<file path="src/uart_irq_pkg.sv">
/*
 * Shared constants and carriers for the UART interrupt prioritiser:
 * register offsets, field positions, reset values, source codes.
 * Assumes a 32-bit APB host and a UART datapath on the same clock.
 */
package uart_irq_pkg;

   // -------------------------------------------------------------
   // register offsets (byte addresses, one aligned word each)
   // -------------------------------------------------------------
   localparam logic [7:0] ADDR_DATA  = 8'h00; // receive/transmit holding
   localparam logic [7:0] ADDR_IEN   = 8'h04; // interrupt_enable
   localparam logic [7:0] ADDR_ISTAT = 8'h08; // rd status, wr fifo_control
   localparam logic [7:0] ADDR_ENH   = 8'h0c; // enhanced_function
   localparam logic [7:0] ADDR_LSTAT = 8'h14; // line_status
   localparam logic [7:0] ADDR_MSTAT = 8'h18; // modem_status
   localparam logic [7:0] ADDR_GP    = 8'h2c; // gp_pin_level

   // -------------------------------------------------------------
   // field positions and reset values
   // -------------------------------------------------------------
   localparam int ENH_ENABLE_BIT  = 4;
   localparam int ENH_AUTORTS_BIT = 6;
   localparam int ENH_AUTOCTS_BIT = 7;
   localparam int FCTL_FIFO_BIT   = 0;
   localparam logic [7:0] IEN_RESET = 8'h00;
   localparam logic [7:0] ENH_RESET = 8'h00;
   localparam logic [3:0] IEN_ENH_MASK = 4'hf; // bits 7:4 need enhance

   // -------------------------------------------------------------
   // interrupt source codes, status bits 5:0
   // -------------------------------------------------------------
   localparam logic [5:0] CODE_LINE  = 6'h06;
   localparam logic [5:0] CODE_TOUT  = 6'h0c;
   localparam logic [5:0] CODE_RECEIVE_READY_EVENT = 6'h04;
   localparam logic [5:0] CODE_TRANSMIT_READY_EVENT = 6'h02;
   localparam logic [5:0] CODE_MODEM = 6'h00;
   localparam logic [5:0] CODE_GPIO  = 6'h30;
   localparam logic [5:0] CODE_XOFF  = 6'h10;
   localparam logic [5:0] CODE_FLOW  = 6'h20;
   localparam logic [5:0] CODE_NONE  = 6'h01;

   // receive timeout: four characters plus twelve bit times
   localparam logic [6:0] TOUT_CHARS = 7'h04;
   localparam logic [6:0] TOUT_BITS  = 7'h0c;

   // -------------------------------------------------------------
   // carriers from the UART datapath
   // -------------------------------------------------------------
   typedef struct packed {
      logic [6:0] level;    // characters in receive FIFO
      logic [6:0] trig;     // programmed receive trigger level
      logic [2:0] head_err; // break, framing, parity of head char
      logic       any_err;  // some errored character in FIFO
      logic       push;     // pulse: character entered FIFO
      logic       overrun;  // pulse: overrun on reception
      logic [7:0] data;     // head character
   } rx_stat_t;

   typedef struct packed {
      logic [6:0] spaces;    // free transmit FIFO spaces
      logic [6:0] trig;      // programmed transmit trigger level
      logic       hold_empty; // holding register / FIFO empty
      logic       all_empty;  // FIFO and shifter empty
   } tx_stat_t;

endpackage

</file>
<file path="src/uart_irq_core.sv">
/*
 * Interrupt enable, prioritisation and clearing of a FIFO UART,
 * plus the line status flags used when polling, behind an APB slave.
 * Assumes the receiver/transmitter datapath runs on SYS_CLK and
 * reports through rx_stat_t/tx_stat_t; pins CTS_N and GP_IN are
 * asynchronous and are synchronised here.
 */
// How it works
// - FIFO receive interrupt follows trigger level
// - data-ready flag set on push, cleared empty
// - enables 0-3 clear means polled mode; GP toggle has no enable and still interrupts
// - line status bits report errors, empties
// - enable 0 gates receive data interrupt
// - enable 1 gates transmit ready, immediate too
// - enable 2 gates line status interrupt
// - overrun raises line interrupt at once
// - enable 3 modem interrupt, cleared reading modem
// - bits 4-7 need enhance; bit 4 sleeps
// - Xoff/special sets status bit 4
// - RTS rising edge interrupt under auto RTS
// - CTS rising edge interrupt, modem read clears
// - timeout after four chars plus twelve bits
// - transmit ready clears on status read, write
// - GP input toggle interrupt, cleared by read
// - line interrupt holds while errored chars remain
// - status read shows highest pending source only
// - codes for levels one to four
// - codes for levels five to eight, none
// - status bit 0 low when pending
// - status bits 7:6 mirror FIFO enable
// - status bit 5 only with enhance; GP code 0x30 sets it without enhance
`timescale 1ns/1ps

module uart_irq_core (
   input  wire logic                   SYS_CLK,
   input  wire logic                   RST,
   input  wire logic                   PSEL,
   input  wire logic                   PENABLE,
   input  wire logic                   PWRITE,
   input  wire logic [7:0]             PADDR,
   input  wire logic [31:0]            PWDATA,
   output      logic [31:0]            PRDATA,
   output      logic                   PREADY,
   output      logic                   PSLVERR,
   input  wire uart_irq_pkg::rx_stat_t RX_STAT,
   input  wire uart_irq_pkg::tx_stat_t TX_STAT,
   input  wire logic                   BIT_TICK,
   input  wire logic [3:0]             CHAR_BITS,
   input  wire logic [3:0]             MODEM_DELTA,
   input  wire logic                   XOFF_MATCH,
   input  wire logic                   XON_MATCH,
   input  wire logic                   SPECIAL_MATCH,
   input  wire logic                   RTS_LEVEL,
   input  wire logic                   CTS_N,
   input  wire logic [3:0]             GP_IN,
   output      logic                   RX_POP,
   output      logic                   TX_WSTB,
   output      logic [7:0]             TX_WDATA,
   output      logic                   FIFO_ON,
   output      logic                   SLEEP_EN,
   output      logic                   IRQ_N
);
   import uart_irq_pkg::*;

   // -------------------------------------------------------------
   // APB decode
   // -------------------------------------------------------------
   typedef enum logic [1:0] {
      ACC_IDLE  = 2'b00,
      ACC_SETUP = 2'b01,
      ACC_DONE  = 2'b10
   } acc_t;

   acc_t        acc_reg;
   acc_t        acc_next;
   logic [31:0] prdata_reg;
   logic [31:0] rd_mux;
   logic        setup_w;
   logic        wr_acc;
   logic        rd_acc;
   logic        mapped;

   function automatic logic hit(input logic [7:0] a,
                                input logic [7:0] o);
      hit = (a == o);
   endfunction

   // slave always ready: every access completes in its first cycle
   assign setup_w = PSEL & ~PENABLE;
   assign wr_acc  = PSEL & PENABLE & PWRITE;
   assign rd_acc  = PSEL & PENABLE & ~PWRITE;
   assign mapped  = hit(PADDR, ADDR_DATA)  | hit(PADDR, ADDR_IEN) |
                    hit(PADDR, ADDR_ISTAT) | hit(PADDR, ADDR_ENH) |
                    hit(PADDR, ADDR_LSTAT) | hit(PADDR, ADDR_MSTAT) |
                    hit(PADDR, ADDR_GP);
   assign PREADY  = 1'b1;
   assign PSLVERR = PSEL & PENABLE & ~mapped;
   assign PRDATA  = prdata_reg;

   wire wr_ien  = wr_acc & hit(PADDR, ADDR_IEN);
   wire wr_fctl = wr_acc & hit(PADDR, ADDR_ISTAT);
   wire wr_enh  = wr_acc & hit(PADDR, ADDR_ENH);
   wire wr_thr  = wr_acc & hit(PADDR, ADDR_DATA);
   wire rd_rhr  = rd_acc & hit(PADDR, ADDR_DATA);
   wire rd_isr  = rd_acc & hit(PADDR, ADDR_ISTAT);
   wire rd_lsr  = rd_acc & hit(PADDR, ADDR_LSTAT);
   wire rd_msr  = rd_acc & hit(PADDR, ADDR_MSTAT);
   wire rd_gp   = rd_acc & hit(PADDR, ADDR_GP);

   // tracks the phase only so that a stray access phase is visible
   always_comb begin
      case (acc_reg)
         ACC_IDLE:  acc_next = setup_w ? ACC_SETUP : ACC_IDLE;
         ACC_SETUP: acc_next = ACC_DONE;
         ACC_DONE:  acc_next = setup_w ? ACC_SETUP : ACC_IDLE;
         default:   acc_next = ACC_IDLE;
      endcase
   end

   // -------------------------------------------------------------
   // software registers
   // -------------------------------------------------------------
   logic [7:0] ien_reg;
   logic [7:0] enh_reg;
   logic       fifo_reg;
   logic [7:0] txd_reg;
   logic       txs_reg;
   logic       pop_reg;
   logic       enh_on;
   logic [7:0] ien_eff;

   // upper enables only count while enhanced functions are on
   assign enh_on  = enh_reg[ENH_ENABLE_BIT];
   assign ien_eff = {ien_reg[7:4] & {4{enh_on}}, ien_reg[3:0]};

   always_ff @(posedge SYS_CLK) begin
      if (RST) begin
         acc_reg  <= ACC_IDLE;
         ien_reg  <= IEN_RESET;
         enh_reg  <= ENH_RESET;
         fifo_reg <= 1'b0;
         txd_reg  <= 8'h00;
         txs_reg  <= 1'b0;
         pop_reg  <= 1'b0;
      end else begin
         acc_reg  <= acc_next;
         if (wr_ien)
            ien_reg <= PWDATA[7:0];
         if (wr_enh)
            enh_reg <= PWDATA[7:0];
         if (wr_fctl)
            fifo_reg <= PWDATA[FCTL_FIFO_BIT];
         if (wr_thr)
            txd_reg <= PWDATA[7:0];
         txs_reg  <= wr_thr;
         pop_reg  <= rd_rhr;
      end
   end

   assign TX_WDATA = txd_reg;
   assign TX_WSTB  = txs_reg;
   assign RX_POP   = pop_reg;
   assign FIFO_ON  = fifo_reg;
   assign SLEEP_EN = ien_eff[4];

   // -------------------------------------------------------------
   // pin synchronisers: three flops, change taken when 2nd = 3rd
   // -------------------------------------------------------------
   logic [4:0] s1_reg;
   logic [4:0] s2_reg;
   logic [4:0] s3_reg;
   logic [4:0] pin_reg;
   logic [4:0] pin_next;

   assign pin_next = (s2_reg == s3_reg) ? s3_reg : pin_reg;

   always_ff @(posedge SYS_CLK) begin
      if (RST) begin
         s1_reg  <= 5'h00;
         s2_reg  <= 5'h00;
         s3_reg  <= 5'h00;
         pin_reg <= 5'h00;
      end else begin
         s1_reg  <= {CTS_N, GP_IN};
         s2_reg  <= s1_reg;
         s3_reg  <= s2_reg;
         pin_reg <= pin_next;
      end
   end

   wire       cts_rise = pin_next[4] & ~pin_reg[4];
   wire [3:0] gp_tog   = pin_next[3:0] ^ pin_reg[3:0];

   // -------------------------------------------------------------
   // line status flags
   // -------------------------------------------------------------
   logic       dr_reg;
   logic       ovr_reg;
   logic [7:0] line_status;

   always_ff @(posedge SYS_CLK) begin
      if (RST) begin
         dr_reg  <= 1'b0;
         ovr_reg <= 1'b0;
      end else begin
         // push wins over the empty test in the same cycle
         dr_reg  <= RX_STAT.push | (dr_reg & (RX_STAT.level != 7'h00));
         ovr_reg <= RX_STAT.overrun | (ovr_reg & ~rd_lsr);
      end
   end

   assign line_status = {RX_STAT.any_err, TX_STAT.all_empty,
                 TX_STAT.hold_empty, RX_STAT.head_err, ovr_reg, dr_reg};

   // -------------------------------------------------------------
   // receive timeout timer, counted in bit times
   // -------------------------------------------------------------
   logic [6:0] tmr_reg;
   logic [6:0] tmr_lim;
   logic       tout_reg;
   wire        tmr_hit = (tmr_reg == tmr_lim);

   assign tmr_lim = TOUT_CHARS * {3'h0, CHAR_BITS} + TOUT_BITS;

   always_ff @(posedge SYS_CLK) begin
      if (RST) begin
         tmr_reg  <= 7'h00;
         tout_reg <= 1'b0;
      end else begin
         if (RX_STAT.push | rd_rhr | ~dr_reg)
            tmr_reg <= 7'h00;
         else if (BIT_TICK & ~tmr_hit)
            tmr_reg <= tmr_reg + 7'h01;
         // a read of the holding register clears the timeout
         tout_reg <= (tmr_hit & dr_reg & ~rd_rhr) | (tout_reg & ~rd_rhr);
      end
   end

   // -------------------------------------------------------------
   // sticky event sources; a set beats a clear in the same cycle
   // -------------------------------------------------------------
   logic       tx_cond;
   logic       tx_cond_reg;
   logic       thr_reg;
   logic [3:0] mdl_reg;
   logic       flow_reg;
   logic       gpi_reg;
   logic       xoff_reg;
   logic       spc_reg;
   logic       rts_reg;
   wire        rts_rise = RTS_LEVEL & ~rts_reg;
   wire        ien1_on  = wr_ien & PWDATA[1] & ~ien_reg[1];
   wire        thr_set;
   wire        flow_set;

   // FIFO mode: spaces above trigger; else holding register empty
   assign tx_cond  = fifo_reg ? (TX_STAT.spaces > TX_STAT.trig)
                              : TX_STAT.hold_empty;
   assign thr_set  = (tx_cond & ~tx_cond_reg) | (ien1_on & tx_cond);
   assign flow_set =
      (ien_eff[6] & enh_reg[ENH_AUTORTS_BIT] & rts_rise) |
      (ien_eff[7] & enh_reg[ENH_AUTOCTS_BIT] & cts_rise);

   always_ff @(posedge SYS_CLK) begin
      if (RST) begin
         tx_cond_reg <= 1'b0;
         thr_reg     <= 1'b0;
         mdl_reg     <= 4'h0;
         flow_reg    <= 1'b0;
         gpi_reg     <= 1'b0;
         xoff_reg    <= 1'b0;
         spc_reg     <= 1'b0;
         rts_reg     <= 1'b0;
      end else begin
         tx_cond_reg <= tx_cond;
         rts_reg     <= RTS_LEVEL;
         thr_reg  <= thr_set | (thr_reg & ~rd_isr & ~wr_thr);
         mdl_reg  <= MODEM_DELTA | (mdl_reg & {4{~rd_msr}});
         flow_reg <= flow_set | (flow_reg & ~rd_msr);
         gpi_reg  <= (|gp_tog) | (gpi_reg & ~rd_gp);
         xoff_reg <= XOFF_MATCH | (xoff_reg & ~XON_MATCH);
         spc_reg  <= SPECIAL_MATCH | (spc_reg & ~rd_isr);
      end
   end

   // -------------------------------------------------------------
   // enabled pending sources and priority encoder
   // -------------------------------------------------------------
   // with enables 3:0 clear the first five sources are off; p_gp has no enable
   wire p_line = ien_eff[2] & (|line_status[4:1] | line_status[7]);
   wire p_tout = ien_eff[0] & fifo_reg & tout_reg;
   wire p_rx   = ien_eff[0] & (fifo_reg ?
                 (RX_STAT.level >= RX_STAT.trig) : dr_reg);
   wire p_tx   = ien_eff[1] & thr_reg;
   wire p_mdm  = ien_eff[3] & (|mdl_reg);
   wire p_gp   = gpi_reg;
   wire p_xoff = ien_eff[5] & (xoff_reg | spc_reg);
   wire p_flow = flow_reg & enh_on;
   wire any_p  = p_line | p_tout | p_rx | p_tx | p_mdm | p_gp |
                 p_xoff | p_flow;
   logic [5:0] code;

   // only the most urgent source is reported; the rest wait
   always_comb begin
      if (p_line)      code = CODE_LINE;
      else if (p_tout) code = CODE_TOUT;
      else if (p_rx)   code = CODE_RECEIVE_READY_EVENT;
      else if (p_tx)   code = CODE_TRANSMIT_READY_EVENT;
      else if (p_mdm)  code = CODE_MODEM;
      else if (p_gp)   code = CODE_GPIO;
      else if (p_xoff) code = CODE_XOFF;
      else if (p_flow) code = CODE_FLOW;
      else             code = CODE_NONE;
   end

   wire [7:0] interrupt_status = {fifo_reg, fifo_reg, code};
   assign IRQ_N = ~any_p;

   // -------------------------------------------------------------
   // read data, captured in the setup cycle
   // -------------------------------------------------------------
   assign rd_mux =
      hit(PADDR, ADDR_DATA)  ? {24'h0, RX_STAT.data} :
      hit(PADDR, ADDR_IEN)   ? {24'h0, ien_reg} :
      hit(PADDR, ADDR_ISTAT) ? {24'h0, interrupt_status} :
      hit(PADDR, ADDR_ENH)   ? {24'h0, enh_reg} :
      hit(PADDR, ADDR_LSTAT) ? {24'h0, line_status} :
      hit(PADDR, ADDR_MSTAT) ? {28'h0, mdl_reg} :
      hit(PADDR, ADDR_GP)    ? {28'h0, pin_reg[3:0]} : 32'h0;

   always_ff @(posedge SYS_CLK) begin
      if (RST)
         prdata_reg <= 32'h0;
      else if (setup_w)
         prdata_reg <= rd_mux;
   end
endmodule

</file>
<file path="config.mk">
export PLATFORM = sky130hd
export DESIGN_NAME = uart_irq_core
export DESIGN_NICKNAME = d
export VERILOG_FILES = /design/src/uart_irq_pkg.sv /design/src/uart_irq_core.sv
export SDC_FILE = /design/constraint.sdc
export NUM_CORES = 1
export LEC_CHECK = 0
export BUFFER_PORTS_ARGS = -buffer_cell sky130_fd_sc_hd__buf_4
export CORE_MARGIN = 4
export CORE_UTILIZATION = 27
export CTS_BUF_LIST = sky130_fd_sc_hd__clkbuf_16
export CTS_CLUSTER_DIAMETER = 120
export CTS_CLUSTER_SIZE = 12
export DETAILED_ROUTE_END_ITERATION = 12
export SYNTH_ARGS = -nofsm -noshare
export SYNTH_HDL_FRONTEND = slang
export SYNTH_SLANG_ARGS = --single-unit
</file>
<file path="constraint.sdc">
create_clock -name SYS_CLK -period 2.8 [get_ports SYS_CLK]
set_clock_uncertainty 0.05 [all_clocks]
set_input_delay 0.56 -clock SYS_CLK [delete_from_list [all_inputs] [get_ports SYS_CLK]]
set_output_delay 0.56 -clock SYS_CLK [all_outputs]
set_load 0.01 [all_outputs]
</file>
==> results of run 1 <==
## layout by cell type, fill, tap and decap left out, types with 4 or more instances in the layout
cell,n
nand2_1,26
xnor2_1,7
nor3_1,8
ha_1,17
mux2i_1,37
o21ai_0,19
a211oi_1,6
conb_1,25
nor2b_1,25
dfxtp_1,76
o31ai_1,4
nand3_1,13
clkbuf_16,9
buf_4,124
a21oi_1,35
xor2_1,10
inv_1,27
a2111oi_0,4
nor2_1,69
## layout make-up
type	instances	area, um^2	area share, %
multi-input cells	371	2400	43.7
flip-flops and latches	76	1520	27.7
repair buffers	125	942	17.2
well taps	188	235	4.28
clock buffers	9	225	4.10
inverters	27	101	1.85
clock inverters	7	67.6	1.23
## metal layers
metal	wire length [um]	vias up
met4	146	0
met5	0	-
li1	-	1904
met1	5530	1778
met2	5680	129
met3	832	11
## power by group through the flow
stage,combinational (W),sequential (W),clock (W)
after floorplan,0.000190,0.00115,0
after global placement,0.000316,0.00115,0
after detailed placement,0.000324,0.00115,0
after CTS,0.000328,0.00113,0.00117
after global routing,0.000368,0.00113,0.00122
final,0.000334,0.00113,0.00114
## cell families (layout without fill, tap and decap cells)
logic type	after synthesis	in the layout	synth area share (%)
other	2	25	0.180
adders and majority gates	17	17	5.11
and+or+nand+nor	174	174	21.0
buffers and inverters	71	168	8.84
xor gates and xnor gates	17	17	3.58
AOI/OAI and AO/OA	100	100	15.6
DFF	76	76	36.5
muxes	38	38	9.17
## repair_timing
action / in CTS / in global routing
pin swaps: 2 / 3
gates cloned: 0 / 0
setup endpoints to repair: 1 / 1
resized for setup: 2 / 5
## path summary, 6_finish.rpt
| path | startpoint | to | slack (ps) | cells past startpoint |
|---|---|---|---|---|
| max | RX_STAT[14] | IRQ_N | 80 | 9 |
| max reg2reg | FIFO_ON | PRDATA[2] | 730 | 6 |
| min | XOFF_MATCH | xoff_reg | 380 | 3 |
| min reg2reg | s1_reg[3] | s2_reg[3] | 390 | 1 |
## worst max-delay path, delay by kind of cell
| family | cells | cell delay, ps |
|---|---|---|
| AND/OR/NAND/NOR | 4 | 550 |
| adder cells (fa/ha/maj) | 1 | 280 |
| buffers and inverters | 3 | 380 |
| AO/OA/AOI/OAI | 1 | 340 |
## per-stage QoR
step	worst slack, ps	instance area (um^2)	power, W
after global routing	-25.3	5490	0.00272
after CTS	25.8	5460	0.00263
after detailed placement	-71.8	5160	0.00147
after global placement	-230	5160	0.00147
final	81.7	5490	0.00260
after floorplan	302	4250	0.00134
==> summary.txt, run 1 <==
Global route
  – Initial antenna violation count: 0
  – Number of global-route vias before repair: 3,780
  – Largest net degree at the start of global routing: 40
  – Met3 usage: 3.82%
  – Grt peak-use layer: met2
  – First-pass GRT wire length: 19,500 um
  – Grt met2 use: 22.1%
  – GRT Overall Usage: 13.8%
  – M1 GR Usage: 18.2%
  – Gr ovfl total: 0

Synthesis
  – Synth area leader: dfxtp_1
  – Distinct cells, synth: 61
  – Most frequent cell after synthesis: dfxtp_1
  – Post-Syn Area per Cell: 8.41 um^2
  – Cells after Synth: 495
  – Warnings, synthesis: 0
  – Synth Register Bits: 76
  – Top FF cell, synth: dfxtp_1
  – Main area contributors after synthesis: dfxtp_1, mux2i_1, nor2_1
  – Post-synthesis sequential area ratio: 36.5%
  – Synth top area share: 36.5%
  – Asr flop ratio synth: 0%
  – Synth cell count leaders: dfxtp_1, nor2_1, mux2i_1, a21oi_1, inv_1
  – Post-Synthesis Cell Area: 0.00416 mm^2
  – EDFF count, synth: 0

Worst setup path
  – Type of origin of the critical path: primary input
  – Critical Path AT: 2110 ps
  – Critical path endpoint category: output port
  – Max incr delay on CP: 340 ps
  – Most used cell, CP: buf_4
  – Max FO, Critical Path: 2
  – Data required, critical path: 2190 ps
  – Kind of critical path: primary input to output port
  – Critical Path, Cell by Cell: buf_4, ha_1, nand2b_4, a2111oi_4, buf_4, nor4_2, nor3_2, and2_1, buf_6
  – Slowest CP cell: a2111oi_4

Worst hold path
  – Worst Hold Class: primary input to flip-flop

Timing
  – Setup_tns: 0 ps
  – Period utilization: 97.1%
  – Final Max Slew Viols: 0
  – Final hold violations: 0
  – Slew @ Worst Pin: 645 ps
  – Relative slew margins: 56.8%
  – Top achievable clock speed: 368 MHz
  – Final worst path period need: 2720 ps
  – Final setup vio count: 0
  – Hold WS: 378 ps

Power and ir drop
  – Net Sw Power: 0.000647 W
  – PD cells: 474 mW/mm^2
  – Flop pwr share: 43.3%
  – Internal power: 0.00196 W
  – Comb power frac: 12.8%
  – Sw frac: 24.8%
  – P_leak: 2.58 nW
  – Clock network fraction of total power: 43.9%
  – Peak VDD IR: 0.237 mV

Floorplanning
  – Row count: 45
  – Die area: 0.0175 mm^2
  – Die height: 132 um
  – Starting Density: 27.5%
  – Core region area: 0.0151 mm^2
  – Die boundary width: 132 um
  – I/O pin count: 154

Routing
  – Via count: 3,822
  – DR iter-0 viols: 183
  – Via density: 4.76
  – WL final: 12,200 um
  – DR DRC count: 0
  – Routed Antenna Nets: 0
  – DR WL/cell: 15.2 um
  – Detailed Routing Iterations Pass 1: 4

Clock tree
  – CTS max path bufs: 2
  – Post-CTS Hold Buffers: 0
  – Total CTS buffers: 9
  – Clk Tree Root Cell: clkbuf_16
  – CTS tree: done
  – Post-CTS Setup Repair Bufs: 0
  – Clk pin slew, worst setup/hold paths: 60 ps
  – CTS H-tree depth: 3
  – Clock sinks: 76
  – Clk_lat worst skew: 340 ps

Place
  – Placed cells: 787
  – Gpl congestion: 0.870
  – Post-DP HPWL: 9520 um
  – IO buf count: 104

Cells and area
  – Number of antenna diodes: 0
  – Layout cell share with drive strength beyond 1: 25.0%
  – Fillers: 1,588
  – Final core occ: 36.2%
  – Post-route insts no fill: 803
  – Area Overhead vs Synth: 31.9%
  – Final nets: 734

Run
  – Maximum capacitance violations: 0

Run status
  – Outcome: finished, final reports clean
Note: power is estimated with default switching activity, not from simulation.
==> run 2: changes to the inputs <==
--- a/config.mk
+++ b/config.mk
@@ -6,12 +6,15 @@
 export NUM_CORES = 1
 export LEC_CHECK = 0
 export BUFFER_PORTS_ARGS = -buffer_cell sky130_fd_sc_hd__buf_4
+export CORE_ASPECT_RATIO = 0.7
 export CORE_MARGIN = 4
 export CORE_UTILIZATION = 27
 export CTS_BUF_LIST = sky130_fd_sc_hd__clkbuf_16
 export CTS_CLUSTER_DIAMETER = 120
 export CTS_CLUSTER_SIZE = 12
 export DETAILED_ROUTE_END_ITERATION = 12
+export GPL_TIMING_DRIVEN = 0
+export PLACE_DENSITY_LB_ADDON = 0.12
 export SYNTH_ARGS = -nofsm -noshare
 export SYNTH_HDL_FRONTEND = slang
 export SYNTH_SLANG_ARGS = --single-unit
==> run 2 against run 1 <==
Count of clock-buffer cells in the layout did not move. Sequential power about the same. Utilization is 1.8 points higher. Non-clock buffer count increased by 26. Combinational power up 12%. Final area is 3.3% higher. Clock power rose by 6%. Cell count up 4.0%. Die area grew 0.18%. First-iteration DRC count is 61% higher. Hold slack better by 10 ps. Largest power group unchanged.
==> summary.txt, run 2 (synthesized netlist as in run 1, its figures left out) <==
Clock tree
  – Clk_lat worst skew: 330 ps
  – CTS tree: done
  – Post-CTS Hold Buffers: 0
  – CTS max path bufs: 2
  – Total CTS buffers: 9
  – CTS H-tree depth: 3
  – Clk Tree Root Cell: clkbuf_16
  – Clk pin slew, worst setup/hold paths: 60 ps
  – Clock sinks: 76

Floorplanning
  – Die boundary width: 156 um
  – Core region area: 0.0149 mm^2
  – Die area: 0.0175 mm^2
  – Die height: 112 um
  – I/O pin count: 154
  – Starting Density: 27.9%
  – Row count: 37

Timing
  – Final Max Slew Viols: 0
  – Top achievable clock speed: 362 MHz
  – Slew @ Worst Pin: 827 ps
  – Period utilization: 98.6%
  – Relative slew margins: 43.4%
  – Setup_tns: 0 ps
  – Final hold violations: 0
  – Final setup vio count: 0
  – Hold WS: 388 ps
  – Final worst path period need: 2760 ps

Worst setup path
  – Critical path endpoint category: output port
  – Data required, critical path: 2190 ps
  – Type of origin of the critical path: primary input
  – Max FO, Critical Path: 19
  – Kind of critical path: primary input to output port
  – Critical Path AT: 2150 ps

Power and ir drop
  – PD cells: 477 mW/mm^2
  – Peak VDD IR: 0.316 mV
  – Overall power: 0.00271 W
  – P_leak: 2.69 nW

Routing
  – DR WL/cell: 16.2 um
  – Via density: 4.67
  – Detailed Routing Iterations Pass 1: 5
  – DR DRC count: 0
  – DR iter-0 viols: 294
  – Via count: 3,901
  – Routed Antenna Nets: 0
  – WL final: 13,500 um

Cells and area
  – Most frequent cells in the layout: buf_4, dfxtp_1, nor2_1, mux2i_1, a21oi_1
  – Final nets: 760
  – Area Overhead vs Synth: 36.3%
  – Final Cell Area: 0.00567 mm^2
  – Final core occ: 38.1%
  – Layout cell share with drive strength beyond 1: 26.4%
  – Number of antenna diodes: 0
  – Most common cell after layout, fill and taps aside: buf_4

Run status
  – Outcome: finished, final reports clean

Global route
  – Initial antenna violation count: 0
  – Largest net degree at the start of global routing: 20
  – First-pass GRT wire length: 20,700 um
  – Gr ovfl total: 0
  – GRT Overall Usage: 15.0%
  – Number of global-route vias before repair: 3,800

Run
  – Maximum capacitance violations: 0

Place
  – DP Area: 0.00526 mm^2
  – IO buf count: 102
  – Gpl congestion: 0.919
  – Post-DP HPWL: 10,700 um

Worst hold path
  – Worst Hold Class: flip-flop to flip-flop
[run 2: path summary, 6_finish.rpt]
path | start | endpoint | slack, ps | depth (start not counted)
setup / recovery | PADDR[2] | PSLVERR | 40 | 5
setup reg to reg | FIFO_ON | PRDATA[2] | 230 | 6
hold reg to reg | s1_reg[1] | s2_reg[1] | 390 | 1
hold / removal | s1_reg[1] | s2_reg[1] | 390 | 1
[run 2: what timing repair did]
item | CTS | global route
pin swaps | 3 | 5
setup buffers | 3 | 3
setup endpoints to repair | 2 | 2
resized for setup | 8 | 5
[run 2: cell type report]
class / count / area [um^2]
fillers: 1531 / 9230
flip-flops and latches: 76 / 1520
clock buffers: 9 / 225
clock inverters: 6 / 81.3
well taps: 195 / 244
inverters: 27 / 101
multi-input cells: 371 / 2430
plain buffers: 43 / 264
repair buffers: 108 / 811
[run 2: critical path, stage by stage]
cell	delay, ps
clkbuf_1	390
buf_2	520
o31ai_1	150
nor3_1	330
buf_4	190
[run 2: per-stage QoR]
| stage | instances | setup WS (ps) |
|---|---|---|
| floorplan | 518 | 302 |
| global placement | 815 | -461 |
| detailed placement | 815 | -437 |
| CTS | 832 | 20.7 |
| global route | 835 | -1.13 |
| finish | 835 | 40.4 |
[run 2: where the power goes]
part	leakage, nW	total [W]	internal (W)	switching [W]
clock network	0.154	0.00121	0.000769	0.000437
registers	0.619	0.00113	0.00111	0.0000184
logic	1.91	0.000373	0.000185	0.000188
[run 2: routing by layer]
layer / track usage (%) / wire (um) / vias to the layer above
li1: - / - / 1957
met1: 22.7 / 6660 / 1781
met2: 21.7 / 5640 / 152
met3: 3.69 / 1100 / 11
met4: 2.43 / 111 / 0
met5: 0 / 0 / -
==> run 3: changes to the inputs <==
--- a/config.mk
+++ b/config.mk
@@ -8,13 +8,14 @@
 export BUFFER_PORTS_ARGS = -buffer_cell sky130_fd_sc_hd__buf_4
 export CORE_ASPECT_RATIO = 0.7
 export CORE_MARGIN = 4
-export CORE_UTILIZATION = 27
+export CORE_UTILIZATION = 50
 export CTS_BUF_LIST = sky130_fd_sc_hd__clkbuf_16
 export CTS_CLUSTER_DIAMETER = 120
 export CTS_CLUSTER_SIZE = 12
 export DETAILED_ROUTE_END_ITERATION = 12
 export GPL_TIMING_DRIVEN = 0
 export PLACE_DENSITY_LB_ADDON = 0.12
+export RECOVER_POWER = 100
 export SYNTH_ARGS = -nofsm -noshare
 export SYNTH_HDL_FRONTEND = slang
 export SYNTH_SLANG_ARGS = --single-unit
==> run 3 against run 2 <==
Non-clock buffer count decreased by 5. Utilization increased by 29 points. Power decreased by 3.0%. Setup slack improved by 33 ps. Count of clock-buffer cells in the layout unchanged. Final area decreased by 5.2%. Largest cell class unchanged.
==> summary.txt, run 3 (synthesized netlist as in run 1, its figures left out) <==
Run status
  – Outcome: finished, final reports clean

Worst setup path
  – Type of origin of the critical path: primary input
  – Crit Reg-Reg Startpoint: s3_reg[4]
  – Crit Reg-Reg Endpoint: flow_reg
  – Critical Path AT: 2120 ps
  – Critical path endpoint category: output port
  – Worst R2R Setup Slack: 430 ps
  – Kind of critical path: primary input to output port
  – R2R depth: 6
  – Data required, critical path: 2190 ps
  – Max FO, Critical Path: 3

Clock tree
  – CTS H-tree depth: 3
  – Total CTS buffers: 9
  – Clk_lat worst skew: 330 ps
  – CTS tree: done
  – Clk pin slew, worst setup/hold paths: 60 ps
  – Post-CTS Hold Buffers: 0
  – Clk Tree Root Cell: clkbuf_16
  – Clock sinks: 76
  – CTS max path bufs: 2

Timing
  – Top achievable clock speed: 367 MHz
  – Final worst path period need: 2730 ps
  – Hold WS: 380 ps
  – Final setup vio count: 0
  – Period utilization: 97.4%
  – Setup_tns: 0 ps
  – Final hold violations: 0
  – Slew @ Worst Pin: 1300 ps
  – Final Max Slew Viols: 0
  – Relative slew margins: 12.8%

Power and ir drop
  – P_leak: 2.52 nW
  – Peak VDD IR: 0.450 mV
  – PD cells: 488 mW/mm^2

Cells and area
  – Most frequent cells in the layout: buf_4, dfxtp_1, nor2_1, clkbuf_1, mux2i_1
  – Area Overhead vs Synth: 29.2%
  – Post-route insts no fill: 737
  – Final Cell Area: 0.00538 mm^2
  – Number of antenna diodes: 0
  – Layout cell share with drive strength beyond 1: 21.1%
  – Most common cell after layout, fill and taps aside: buf_4
  – Fillers: 721
  – Final nets: 755

Floorplanning
  – Die height: 84.3 um
  – Die boundary width: 117 um
  – Starting Density: 52.2%
  – Row count: 27
  – Core region area: 0.00797 mm^2
  – I/O pin count: 154
  – Die area: 0.00987 mm^2

Routing
  – WL final: 12,300 um
  – Via density: 5.47
  – Via count: 4,030
  – DR iter-0 viols: 279
  – DR DRC count: 0
  – Detailed Routing Iterations Pass 1: 5
  – DR WL/cell: 16.7 um
  – Routed Antenna Nets: 0

Global route
  – Gr ovfl total: 0
  – GRT Overall Usage: 24.4%
  – First-pass GRT wire length: 18,900 um
  – Largest net degree at the start of global routing: 20
  – Number of global-route vias before repair: 3,775
  – Initial antenna violation count: 0

Place
  – Gpl congestion: 0.968
  – DP Area: 0.00514 mm^2
  – Placed cells: 721
  – IO buf count: 102
  – Post-DP HPWL: 9420 um

Worst hold path
  – Worst Hold Class: flip-flop to flip-flop
  – Hold Crit Start: s1_reg[0]
  – Hold Crit Depth: 1
  – Worst Hold Path EP: s2_reg[0]

Run
  – Maximum capacitance violations: 0
[run 3: cell count changes in the layout (fill, tap and decap cells not counted), moves of 3 or more]
cell        previous run  this run
buf_4                134       105
clkbuf_1              11        37
clkinvlp_4             0         3
buf_2                  4         1
[run 3: layer usage]
layer | vias up | part of all wire, % | GRT usage, %
met4 | 0 | 0.99 | 5.52
met2 | 209 | 43 | 35.7
li1 | 1941 | - | -
met3 | 13 | 12 | 7.49
met5 | - | 0 | 0
met1 | 1867 | 44 | 35.3
[run 3: worst max path at each step]
stage                     slack [ps]       to  depth (start not counted)        start
after floorplan                  300  PSLVERR                          5     PADDR[2]
after global placement          -220  PSLVERR                          6     PADDR[2]
after detailed placement        -270  PSLVERR                          6     PADDR[2]
after CTS                         10    IRQ_N                          9  RX_STAT[19]
after global routing             -20    IRQ_N                          9  RX_STAT[21]
final                             70    IRQ_N                          8  RX_STAT[14]
[run 3: final cells by class]
cell class | instances | area [um^2] | share of cell area (%)
Clock buffer | 9 | 225 | 4.19
Timing Repair Buffer | 103 | 687 | 12.8
Buffer | 43 | 262 | 4.86
Clock inverter | 7 | 68.8 | 1.28
Inverter | 27 | 101 | 1.88
Multi-Input combinational cell | 371 | 2390 | 44.4
Sequential cell | 76 | 1520 | 28.3
Tap cell | 101 | 126 | 2.35
[run 3: worst max-delay path: stages]
cell       delay, ps
buf_4            110
ha_1             260
nand2b_1         180
a2111oi_4        370
nor4_4           120
nor3_2           210
and2_1           170
buf_4            130
[run 3: metrics by stage]
| step | utilization, % | power [W] | worst slack (ps) |
|---|---|---|---|
| after global routing | 67.5 | 0.00273 | -22.6 |
| after CTS | 68.3 | 0.00263 | 12.8 |
| after global placement | 64.5 | 0.00149 | -221 |
| final | 67.5 | 0.00263 | 73.3 |
| after floorplan | - | 0.00134 | 302 |
| after detailed placement | 64.5 | 0.00150 | -272 |
[run 3: repair_timing]
item | 4_1_cts | 5_1_grt
hold endpoints to repair | 0 | 0
gates resized for setup | 4 | 5
cloned | 0 | 0
pin swaps | 0 | 3
endpoints found under the setup margin | 2 | 2
setup buffers | 0 | 1
[run 3: where the power goes]
| part | internal (W) | switching [W] | total, W |
|---|---|---|---|
| clock | 0.000686 | 0.000454 | 0.00114 |
| combinational | 0.000176 | 0.000184 | 0.000360 |
| sequential | 0.00111 | 0.0000178 | 0.00113 |
